===== src/rtmco_pkg.sv =====
// constants and types for the remote terminal mode command option logic
// Contract
// - auto shutdown off: host handles codes 20, 21
// - sync option 11: always load time tag
// - sync option 00: no load, status still sent
// - sync option 01: load when data bit0 0
// - sync option 10: load when data bit0 1
// - time tag loads before status word starts
// - load targets receiving terminal's own counter
// - vector option 0: clear service request first
// - reset option 0: soft reset after status
// - undefined codes invalid when option set
package rtmco_pkg;
   localparam int ADDR_W = 8;
   localparam int DATA_W = 16;

   // register map
   localparam logic [7:0] REG_CFG = 8'h00;
   localparam logic [7:0] REG_STAT = 8'h02;
   localparam logic [7:0] REG_TT_RT1 = 8'h47;
   localparam logic [7:0] REG_TT_RT2 = 8'h49;

   // configuration fields
   localparam int CFG_RST_OPT = 0;
   localparam int CFG_VEC_OPT = 1;
   localparam int CFG_SYNC_LO = 2;
   localparam int CFG_SYNC_HI = 3;
   localparam int CFG_ABSD = 4;
   localparam int CFG_UMC = 9;
   localparam logic [15:0] CFG_RESET = 16'h0000;
   localparam logic [15:0] CFG_WMASK = 16'h021F;

   // status fields
   localparam int STAT_TXDIS_LO = 0;
   localparam int STAT_TXDIS_HI = 1;
   localparam int STAT_BUSY = 2;

   localparam logic [15:0] TT_RESET = 16'h0000;
   localparam logic [15:0] ZERO_WORD = 16'h0000;

   // sync load option codes
   localparam logic [1:0] SYNC_NONE = 2'h0;
   localparam logic [1:0] SYNC_EVEN = 2'h1;
   localparam logic [1:0] SYNC_ODD = 2'h2;
   localparam logic [1:0] SYNC_ALWAYS = 2'h3;

   // mode codes
   localparam logic [4:0] MC_RESET = 5'h08;
   localparam logic [4:0] MC_LOW_LAST = 5'h0F;
   localparam logic [4:0] MC_VECTOR = 5'h10;
   localparam logic [4:0] MC_SYNC_DATA = 5'h11;
   localparam logic [4:0] MC_LAST_CMD = 5'h12;
   localparam logic [4:0] MC_BIT_WORD = 5'h13;
   localparam logic [4:0] MC_SHUTDOWN = 5'h14;
   localparam logic [4:0] MC_OVERRIDE = 5'h15;

   typedef enum logic [4:0] {
      ST_IDLE = 5'b00001,
      ST_ACT = 5'b00010,
      ST_STAT = 5'b00100,
      ST_WAIT = 5'b01000,
      ST_SRST = 5'b10000
   } rtmco_state_t;
endpackage


===== src/rtmco_ttag.sv =====
// per-terminal 16-bit time-tag counters with load port
`timescale 1ns/1ps
`default_nettype none
module rtmco_ttag
   import rtmco_pkg::*;
(
   input wire logic ref_clk,
   input wire logic reset,
   input wire logic [1:0] tick,
   input wire logic [1:0] load,
   input wire logic [15:0] load_data,
   output logic [1:0][15:0] count
);
   genvar i;
   generate
      for (i = 0; i < 2; i++) begin : g_term
         // a load beats a tick in the same cycle so the synced value is exact
         always_ff @(posedge ref_clk or posedge reset) begin
            if (reset) begin
               count[i] <= TT_RESET;
            end else if (load[i]) begin
               count[i] <= load_data;
            end else if (tick[i]) begin
               count[i] <= count[i] + 16'h0001;
            end
         end
      end
   endgenerate
endmodule
`default_nettype wire


===== src/rtmco_top.sv =====
// mode command automatic option logic for two remote terminals
//
// Strobed register access and the placing of the registers are this design's own decisions.
`timescale 1ns/1ps
`default_nettype none
module rtmco_top
   import rtmco_pkg::*;
(
   input wire logic ref_clk,
   input wire logic reset,
   input wire logic [7:0] reg_addr,
   input wire logic [15:0] reg_wdata,
   input wire logic reg_wr,
   input wire logic reg_rd,
   output logic [15:0] reg_rdata,
   input wire logic mc_valid,
   input wire logic mc_rt,
   input wire logic [4:0] mc_code,
   input wire logic mc_tr,
   input wire logic mc_broadcast,
   input wire logic mc_bus,
   input wire logic [15:0] mc_data,
   input wire logic status_done,
   input wire logic [1:0] tt_tick,
   output logic status_go,
   output logic srq_clear,
   output logic terminal_soft_reset,
   output logic [1:0] tx_disable,
   output logic mc_rejected
);
   rtmco_state_t state;
   rtmco_state_t next_state;
   logic [15:0] cfg;
   logic lat_rt;
   logic [4:0] lat_code;
   logic lat_tr;
   logic lat_bcst;
   logic lat_bus;
   logic [15:0] lat_data;
   logic [1:0][15:0] tt_count;

   // configuration fields
   wire logic rst_opt = cfg[CFG_RST_OPT];
   wire logic vec_opt = cfg[CFG_VEC_OPT];
   wire logic [1:0] sync_load_option = cfg[CFG_SYNC_HI:CFG_SYNC_LO];
   wire logic auto_bus_shutdown_enable = cfg[CFG_ABSD];
   wire logic undefined_code_invalid = cfg[CFG_UMC];

   // undefined codes depend on the direction bit
   wire logic in_low = (mc_code <= MC_LOW_LAST);
   wire logic rx_undef = in_low || (mc_code == MC_VECTOR) || (mc_code == MC_LAST_CMD)
                         || (mc_code == MC_BIT_WORD);
   wire logic tx_undef = (mc_code == MC_SYNC_DATA) || (mc_code == MC_SHUTDOWN)
                         || (mc_code == MC_OVERRIDE);
   wire logic mc_undef = mc_tr ? tx_undef : rx_undef;
   wire logic in_idle = (state == ST_IDLE);
   wire logic take_mc = in_idle && mc_valid;
   wire logic drop_mc = take_mc && mc_undef && undefined_code_invalid;

   // decoded latched command
   wire logic in_act = (state == ST_ACT);
   wire logic is_sync = (lat_code == MC_SYNC_DATA) && !lat_tr;
   wire logic is_vector = (lat_code == MC_VECTOR) && lat_tr;
   wire logic is_reset = (lat_code == MC_RESET) && lat_tr;
   wire logic is_shut = (lat_code == MC_SHUTDOWN) && !lat_tr;
   wire logic is_ovr = (lat_code == MC_OVERRIDE) && !lat_tr;
   wire logic want_srst = is_reset && !rst_opt;

   // sync load decision
   wire logic sync_ok = (sync_load_option == SYNC_ALWAYS)
                        || ((sync_load_option == SYNC_EVEN) && !lat_data[0])
                        || ((sync_load_option == SYNC_ODD) && lat_data[0]);
   // option 00 leaves sync_ok low; status still follows below
   wire logic act_load = in_act && is_sync && sync_ok;
   wire logic [1:0] tt_load_vec = act_load ? (lat_rt ? 2'b10 : 2'b01) : 2'b00;

   // host access to the counters; protocol load wins a collision
   wire logic wr_cfg = reg_wr && (reg_addr == REG_CFG);
   wire logic wr_tt1 = reg_wr && (reg_addr == REG_TT_RT1);
   wire logic wr_tt2 = reg_wr && (reg_addr == REG_TT_RT2);
   wire logic [1:0] host_tt_vec = act_load ? 2'b00 : {wr_tt2, wr_tt1};
   wire logic [1:0] ttag_load = tt_load_vec | host_tt_vec;
   wire logic [15:0] ttag_data = act_load ? lat_data : reg_wdata;

   // shutdown acts on the other bus
   wire logic other_bus = !lat_bus;
   wire logic absd_act = in_act && auto_bus_shutdown_enable && (is_shut || is_ovr);

   // read decode
   wire logic [15:0] stat_word;
   wire logic [15:0] rd_word;
   assign stat_word = {13'h0000, !in_idle, tx_disable};
   assign rd_word = (reg_addr == REG_CFG) ? cfg
                  : (reg_addr == REG_STAT) ? stat_word
                  : (reg_addr == REG_TT_RT1) ? tt_count[0]
                  : (reg_addr == REG_TT_RT2) ? tt_count[1]
                  : ZERO_WORD;

   rtmco_ttag u_ttag (
      .ref_clk(ref_clk),
      .reset(reset),
      .tick(tt_tick),
      .load(ttag_load),
      .load_data(ttag_data),
      .count(tt_count)
   );

   // sequencing
   always_comb begin
      next_state = state;
      case (state)
         ST_IDLE: begin
            if (take_mc && !drop_mc) begin
               next_state = ST_ACT;
            end
         end
         ST_ACT: begin
            // counter and service request settle here, before status
            if (!lat_bcst) begin
               next_state = ST_STAT;
            end else if (want_srst) begin
               next_state = ST_SRST;
            end else begin
               next_state = ST_IDLE;
            end
         end
         ST_STAT: begin
            next_state = want_srst ? ST_WAIT : ST_IDLE;
         end
         ST_WAIT: begin
            if (status_done) begin
               next_state = ST_SRST;
            end
         end
         ST_SRST: begin
            next_state = ST_IDLE;
         end
         default: begin
            next_state = ST_IDLE;
         end
      endcase
   end

   always_ff @(posedge ref_clk or posedge reset) begin
      if (reset) begin
         state <= ST_IDLE;
      end else begin
         state <= next_state;
      end
   end

   always_ff @(posedge ref_clk or posedge reset) begin
      if (reset) begin
         lat_rt <= 1'b0;
         lat_code <= 5'h00;
         lat_tr <= 1'b0;
         lat_bcst <= 1'b0;
         lat_bus <= 1'b0;
         lat_data <= ZERO_WORD;
      end else if (take_mc) begin
         lat_rt <= mc_rt;
         lat_code <= mc_code;
         lat_tr <= mc_tr;
         lat_bcst <= mc_broadcast;
         lat_bus <= mc_bus;
         lat_data <= mc_data;
      end
   end

   always_ff @(posedge ref_clk or posedge reset) begin
      if (reset) begin
         cfg <= CFG_RESET;
      end else if (wr_cfg) begin
         cfg <= reg_wdata & CFG_WMASK;
      end
   end

   // transmitter disables persist until an override or reset
   always_ff @(posedge ref_clk or posedge reset) begin
      if (reset) begin
         tx_disable <= 2'b00;
      end else if (absd_act) begin
         tx_disable[other_bus] <= is_shut;
      end
   end

   always_ff @(posedge ref_clk or posedge reset) begin
      if (reset) begin
         status_go <= 1'b0;
         srq_clear <= 1'b0;
         terminal_soft_reset <= 1'b0;
         mc_rejected <= 1'b0;
         reg_rdata <= ZERO_WORD;
      end else begin
         status_go <= (state == ST_STAT);
         srq_clear <= in_act && is_vector && !vec_opt;
         terminal_soft_reset <= (state == ST_SRST);
         mc_rejected <= drop_mc;
         reg_rdata <= reg_rd ? rd_word : ZERO_WORD;
      end
   end

   // checks
   logic [15:0] past_data;
   logic past_rt;
   logic past_load;
   always_ff @(posedge ref_clk or posedge reset) begin
      if (reset) begin
         past_data <= ZERO_WORD;
         past_rt <= 1'b0;
         past_load <= 1'b0;
      end else begin
         past_data <= lat_data;
         past_rt <= lat_rt;
         past_load <= act_load;
      end
   end
endmodule
`default_nettype wire


===== config.mk =====
export PLATFORM = sky130hd
export DESIGN_NAME = rtmco_top
export DESIGN_NICKNAME = d
export VERILOG_FILES = /design/src/rtmco_pkg.sv /design/src/rtmco_ttag.sv /design/src/rtmco_top.sv
export SDC_FILE = /design/constraint.sdc
export NUM_CORES = 1
export LEC_CHECK = 0
export BUFFER_PORTS_ARGS = -buffer_cell sky130_fd_sc_hd__buf_2
export CAP_MARGIN = 15
export CORE_ASPECT_RATIO = 0.7
export CORE_MARGIN = 2
export CORE_UTILIZATION = 50
export DETAILED_ROUTE_END_ITERATION = 8
export PLACE_DENSITY = 0.69
export SLEW_MARGIN = 40
export SYNTH_ARGS = -nofsm -noshare
export SYNTH_HDL_FRONTEND = slang
export SYNTH_SLANG_ARGS = --single-unit
export TNS_END_PERCENT = 30

===== constraint.sdc =====
create_clock -name ref_clk -period 4.8 [get_ports ref_clk]
set_input_delay 1.2 -clock ref_clk [delete_from_list [all_inputs] [get_ports ref_clk]]
set_output_delay 1.2 -clock ref_clk [all_outputs]
set_load 0.02 [all_outputs]

After elaboration in Yosys (flattened, before gate mapping)
Cells that the tools add are included. Widths: inputs -> output; s select.

Flip-flop bits (word level): 90. Input port bits: 57. Output and inout port bits: 22. Word-level logic and storage cells: 110.

Add/sub/neg operators: 2. Magnitude comparators: 3. Eq/ne operators: 24. Mux-type cells: 23. Bitwise logic cells: 1. Reductions and logical operators: 41.

Operator list (count): $mux 16 (10); $eq 5x5->1 const B (11); $add 16x1->16 const B (2); $logic_and 1x1->1 (22); $mux 5 (4); $pmux 5 s4 (1); $eq 8x7->1 const B (2); $eq 5x4->1 const B (2); $eq 8x2->1 const B (1); $logic_not 8->1 (1); $logic_or 1x1->1 (8); $logic_not 1->1 (7); $mux 2 (3); $eq 5x1->1 const B (1); $eq 5x2->1 const B (1); $eq 5x3->1 const B (1); $le 5x4->1 const B (1); $eq 2x2->1 const B (2); $mux 4 (1); $reduce_bool 2->1 (2); $bwmux 2 (1); $eq 2x1->1 const B (1); $lt 1x2->1 const B (1); $mux 1 (2); 6 further kinds (6).

Longest topological paths before layout
Word-level depth: 11. Gate-level depth with buffers: 7. Depth with buffers taken out: 6.

By module
Synthesis repeated with hierarchy kept, for this count alone.

Cells, all modules: 440. Area total of the unflattened synthesis: 4571.9 um^2.

Modules (own cells, without submodules): rtmco_top (instances 1, cells each 242, area an instance 2763.9 um^2, sequential area each 1452.6 um^2); rtmco_ttag (instances 1, cells each 198, area an instance 1808.0 um^2, sequential area each 800.8 um^2).

Worst setup path before layout
No wires, ideal clock.

Path kind: input -> register. Start point: input reg_addr[1]. End point: register reg_rdata[10]. Library setup time: 0.074 ns. Data arrival time: 2.481 ns. Data required time: 4.726 ns. Slack: 2.244 ns. Stages on the path: 7. Buffers on the path: 3. Cell sequence: clkbuf_1 > nor3b_1 > and3_1 > clkbuf_1 > clkbuf_1 > a22oi_1 > nor2_1.

Cells in the longest elaborated chain, start to end: 6. Elaborated cells on any way between the ends: 9. Those cells by class: eq/ne: 3; mux: 5; reduce/logical: 1.

Ends and longest elaborated chain: start, declared (RTL line rtmco_top.sv:11) `input wire logic [7:0] reg_addr,`; $eq 8x7->1 (RTL line rtmco_top.sv:96) `: (reg_addr == REG_TT_RT2) ? tt_count[1]`; $mux 16 (RTL line rtmco_top.sv:96); $mux 16 (RTL line rtmco_top.sv:95) `: (reg_addr == REG_TT_RT1) ? tt_count[0]`; $mux 16 (RTL line rtmco_top.sv:94) `: (reg_addr == REG_STAT) ? stat_word`; $mux 16 * (RTL line rtmco_top.sv:93) `assign rd_word = (reg_addr == REG_CFG) ? cfg`; $mux 16 * (RTL line rtmco_top.sv:199) `reg_rdata <= reg_rd ? rd_word : ZERO_WORD;`; end signal, assigned (RTL line rtmco_top.sv:199); end, declared (RTL line rtmco_top.sv:15) `output logic [15:0] reg_rdata,`.

Every way passes the cells marked *; elsewhere a longest branch is shown, timed or not. A chain may end at the register's enable or synchronous reset.

Worst setup path in the final report
Start point: input reg_addr[5]. End point: register u_ttag.count[4] (netlist name).

Cells in the longest elaborated chain, start to end: 5. Elaborated cells on any way between the ends: 6. Those cells by class: eq/ne: 1; mux: 2; bitwise: 1; reduce/logical: 2.

Ends and longest elaborated chain: $eq 8x7->1 * (RTL line rtmco_top.sv:79) `wire logic wr_tt1 = reg_wr && (reg_addr == REG_TT_RT1);`; $logic_and 1x1->1 * (RTL line rtmco_top.sv:79); $mux 2 * (RTL line rtmco_top.sv:81) `wire logic [1:0] host_tt_vec = act_load ? 2'b00 : {wr_tt2, wr_tt1};`; $or 2x2->2 * (RTL line rtmco_top.sv:82) `wire logic [1:0] ttag_load = tt_load_vec | host_tt_vec;`; $mux 16 / $reduce_bool 2->1 (equally long branches); end signal, assigned by index (RTL line rtmco_ttag.sv:22) `count[i] <= load_data;`; end signal, assigned by index (RTL line rtmco_ttag.sv:24) `count[i] <= count[i] + 16'h0001;`; end, declared (RTL line rtmco_ttag.sv:12) `output logic [1:0][15:0] count`.

Marked as above.

==> run summary <==
## Drt
• 0 — DRC violations left
• 359 — initial DRC count
• 19.3 microns — routed wire length per instance
• 4216 — vias
• 13.3 mm — aggregate routed wire length
• 6.09 — per-cell via count in the routed design
• 7 — Pre-Repair DR Iteration Count
• 0 — final antenna-violating net count

## Logic synthesis
• sky130_fd_sc_hd__dfrtp_1, sky130_fd_sc_hd__nor2_1, sky130_fd_sc_hd__mux2_2 — most frequent cells after synthesis
• sky130_fd_sc_hd__dfrtp_1 — cell taking the most area after synthesis
• 100% — share of flip-flops with an asynchronous set or reset
• 45.9% — Seq/Total Area, Yosys
• sky130_fd_sc_hd__dfrtp_1, sky130_fd_sc_hd__mux2_2, sky130_fd_sc_hd__mux2i_1 — Synth area leaders
• 550 — net count after synthesis
• 0 — Yosys warnings
• 0 — Post-synth EDFFs
• 10.0 sq um — Avg Cell Area, Syn
• 53 — unique cell type count in the Yosys netlist
• 4910 sq um — total standard cell area after synthesis
• 90 — post-synthesis register bit count
• sky130_fd_sc_hd__dfrtp_1 — library cell with the highest instance count after synthesis
• 45.4% — area fraction of the dominant cell type after synthesis
• 491 — Gate Count Post-Synth
• sky130_fd_sc_hd__dfrtp_1 — dominant synthesized flop cell

## Clocking
• sky130_fd_sc_hd__clkbuf_16 — Root Buffer Master
• 0 — Post-CTS Resized
• 0 — post-cts hold buffer count
• 0 — number of post-CTS setup repair buffers
• 3 — depth of the CTS H-tree
• 0.07 ns — clock-pin slew on the worst setup and hold paths
• 90 — Sinks on Clock Net
• 2 — largest buffer count on any clock path
• 0.35 ns — clock insertion delay at the later pin of the skew report
• 9 — CTS buffer count
• built — CTS tree

## Floorplanning
• 10600 sq um — total die area
• 9610 sq um — core region area
• 79 — number of top-level pins
• 51.1% — initial core utilization
• 30 — number of core rows
• 86.9 microns — Die H
• 122 microns — die span in x

## STA
• 59.3% — Period Utilization, post-route
• 2.85 ns — minimum clock period after layout
• 0.747 ns — Worst-Margin Slew
• false — setup repair after global routing missed its margin
• 0 — Final setup viols
• 0.351 GHz — Max Clk Rate
• 0.00854 ns — worst clock skew
• 0 ns — Setup Total Neg Slack
• 0 — final-report hold violation count
• 0 — Slew Viols, Final
• 50.1% — max_slew headroom

## Placed design
• 9.89 mm — dpl hpwl
• 78 — port buffer count
• 676 — placed instance count
• 0.972 — Placer Congestion

## Layout
• 861 — Layout fillers
• 618 — net total in the final layout
• 0 — Antenna diodes
• 2510 sq um — area used by multi-input combinational logic
• 25.5% — layout cells sized above 1
• 15.5% — area delta synth->final
• 2250 sq um — sequential standard cell area
• 692 — final cell count without fillers

## Pwr
• 476 nW/um^2 — power density over cell area
• 2.66 nW — Lkg Pwr
• 339 uV — VDD IR-drop max

## Critical path
• 0.59 ns — largest stage delay on the critical path
• flop — CP Capture Type
• 5.01 ns — data required time of the critical path
• sky130_fd_sc_hd__and3_1 — slowest stage cell on the critical path
• buf_2 -> nor3_2 -> and3_1 -> nand2_1 -> o211ai_1 -> o21ai_0 — ordered list of cells on the worst path
• in -> reg — critical path class
• 3.06 ns — CP arrival
• 16 — largest fanout of any net on the critical path
• primary input — element type at the critical path start

## Global routing
• 63 — maximum number of pins on one net before global-route repair
• 21.3 mm — global-route wire length before repair
• 0 — overall overflow remaining after global route
• 3830 — via count of the first global-routing pass
• 0 — number of antenna violations at the first check in global routing
• 26.8% — global-route total usage across every layer

## Outcome
• complete, no violations — outcome

## Run
• 0 — count of maximum capacitance violations

## Hold path
• reg -> reg — HP Class

-- report_power, final --
group | switching [W] | internal [W] | leakage, nW | total, W
Combinational | 0.000422 | 0.000378 | 1.38 | 0.000800
Clock | 0.000302 | 0.000366 | 0.139 | 0.000668
Sequential | 0.000275 | 0.000955 | 1.14 | 0.00123
-- critical path: cells and delay by family --
family,cells,cell delay (ns)
AOI/OAI and AO/OA,2,0.40
buffers and inverters,1,0.10
and+or+nand+nor,3,1.35
-- layout by cell type (no fill, tap or decap), types with 2 or more instances in the layout --
cell                        count
sky130_fd_sc_hd__and2_1         3
sky130_fd_sc_hd__xnor2_1       16
sky130_fd_sc_hd__inv_1          8
sky130_fd_sc_hd__and3_1         6
sky130_fd_sc_hd__inv_6          2
sky130_fd_sc_hd__buf_2         78
sky130_fd_sc_hd__mux2i_1       18
sky130_fd_sc_hd__o22ai_1       10
sky130_fd_sc_hd__dfrtp_1       89
sky130_fd_sc_hd__nand4_1       16
sky130_fd_sc_hd__nor3_1        11
sky130_fd_sc_hd__nand3_1       10
sky130_fd_sc_hd__a21oi_1       26
sky130_fd_sc_hd__nor2b_1        8
sky130_fd_sc_hd__and4_1         2
sky130_fd_sc_hd__clkbuf_16      9
sky130_fd_sc_hd__a222oi_1       5
sky130_fd_sc_hd__a211oi_1       6
sky130_fd_sc_hd__a22oi_1       11
sky130_fd_sc_hd__a21o_1        12
sky130_fd_sc_hd__nand3b_1       4
sky130_fd_sc_hd__o32ai_1        2
sky130_fd_sc_hd__nor4_1         7
sky130_fd_sc_hd__nand2_1       22
sky130_fd_sc_hd__clkinv_2       4
sky130_fd_sc_hd__ha_1           2
sky130_fd_sc_hd__mux2_2        33
sky130_fd_sc_hd__o21a_1         3
sky130_fd_sc_hd__o21ai_0       22
sky130_fd_sc_hd__o211ai_1      17
sky130_fd_sc_hd__and3b_1        2
sky130_fd_sc_hd__nor2_1        43
sky130_fd_sc_hd__nand2b_1      16
sky130_fd_sc_hd__buf_4          4
sky130_fd_sc_hd__nor3b_1        2
sky130_fd_sc_hd__xor2_1        13
-- logic make-up after synthesis --
| kind of cell | synth area share, % |
|---|---|
| AND/OR/NAND/NOR | 17.4 |
| multiplexers | 11.2 |
| flip-flops | 45.9 |
| buffers and inverters | 2.98 |
| AO/OA/AOI/OAI | 16.8 |
| adder cells (fa/ha/maj) | 0.510 |
| XOR/XNOR | 5.17 |
-- layout make-up --
| cell class | count | share of cell area (%) |
|---|---|---|
| inverters | 9 | 0.618 |
| flip-flops and latches | 90 | 39.7 |
| multi-input cells | 366 | 44.3 |
| repair buffers | 83 | 7.61 |
| clock inverters | 6 | 0.706 |
| clock buffers | 10 | 4.21 |
| well taps | 128 | 2.82 |
-- worst paths after layout --
| path | startpoint | endpoint | slack (ns) | cells past startpoint |
|---|---|---|---|---|
| setup / recovery | reg_addr[5] | u_ttag.count[4]$_DFFE_PP0P_ | 1.95 | 6 |
| hold / removal | lat_bcst$_DFFE_PP0P_ | state[2]$_DFFE_PP0P_ | 0.47 | 1 |
| setup reg to reg | state[2]$_DFFE_PP0P_ | u_ttag.count[7]$_DFFE_PP0P_ | 1.97 | 6 |
| hold reg to reg | lat_bcst$_DFFE_PP0P_ | state[2]$_DFFE_PP0P_ | 0.47 | 1 |
| max in group asynchronous | reset | u_ttag.count[26]$_DFFE_PP0P_ | 3.02 | 3 |
| min in group asynchronous | reset | reg_rdata[0]$_DFF_PP0_ | 0.86 | 2 |
-- state kept, by name, indices dropped and copies added (netlist names) --
signal,count
cfg,6
lat_bcst,1
lat_bus,1
lat_code,5
lat_data,16
lat_rt,1
lat_tr,1
mc_rejected,1
reg_rdata,16
srq_clear,1
state,5
status_go,1
terminal_soft_reset,1
tx_disable,2
u_ttag.count,32
-- through the flow --
step | total power, W | hold slack [ns] | cell area, sq um | setup WS (ns) | utilization [%]
after detailed placement | 0.00202 | 0.455 | 5390 | 1.67 | 56.1
after global routing | 0.00286 | 0.470 | 5670 | 1.82 | 59.0
final | 0.00270 | 0.473 | 5670 | 1.95 | 59.0
after floorplan | 0.00177 | 0.419 | 4910 | 1.27 | -
after CTS | 0.00268 | 0.463 | 5670 | 2.01 | 59.0
after global placement | 0.00198 | 0.442 | 5390 | 1.75 | 56.1
-- per-layer routing --
layer,wire length (microns),up-vias,part of all wire (%),GRT usage (%)
li1,-,1939,-,-
met1,6480,2042,49,43.2
met2,5340,219,40,35.3
met3,1400,16,10,7.07
met4,135,0,1.0,6.17
met5,0,-,0,0
Power figures use the tool's default switching activity.
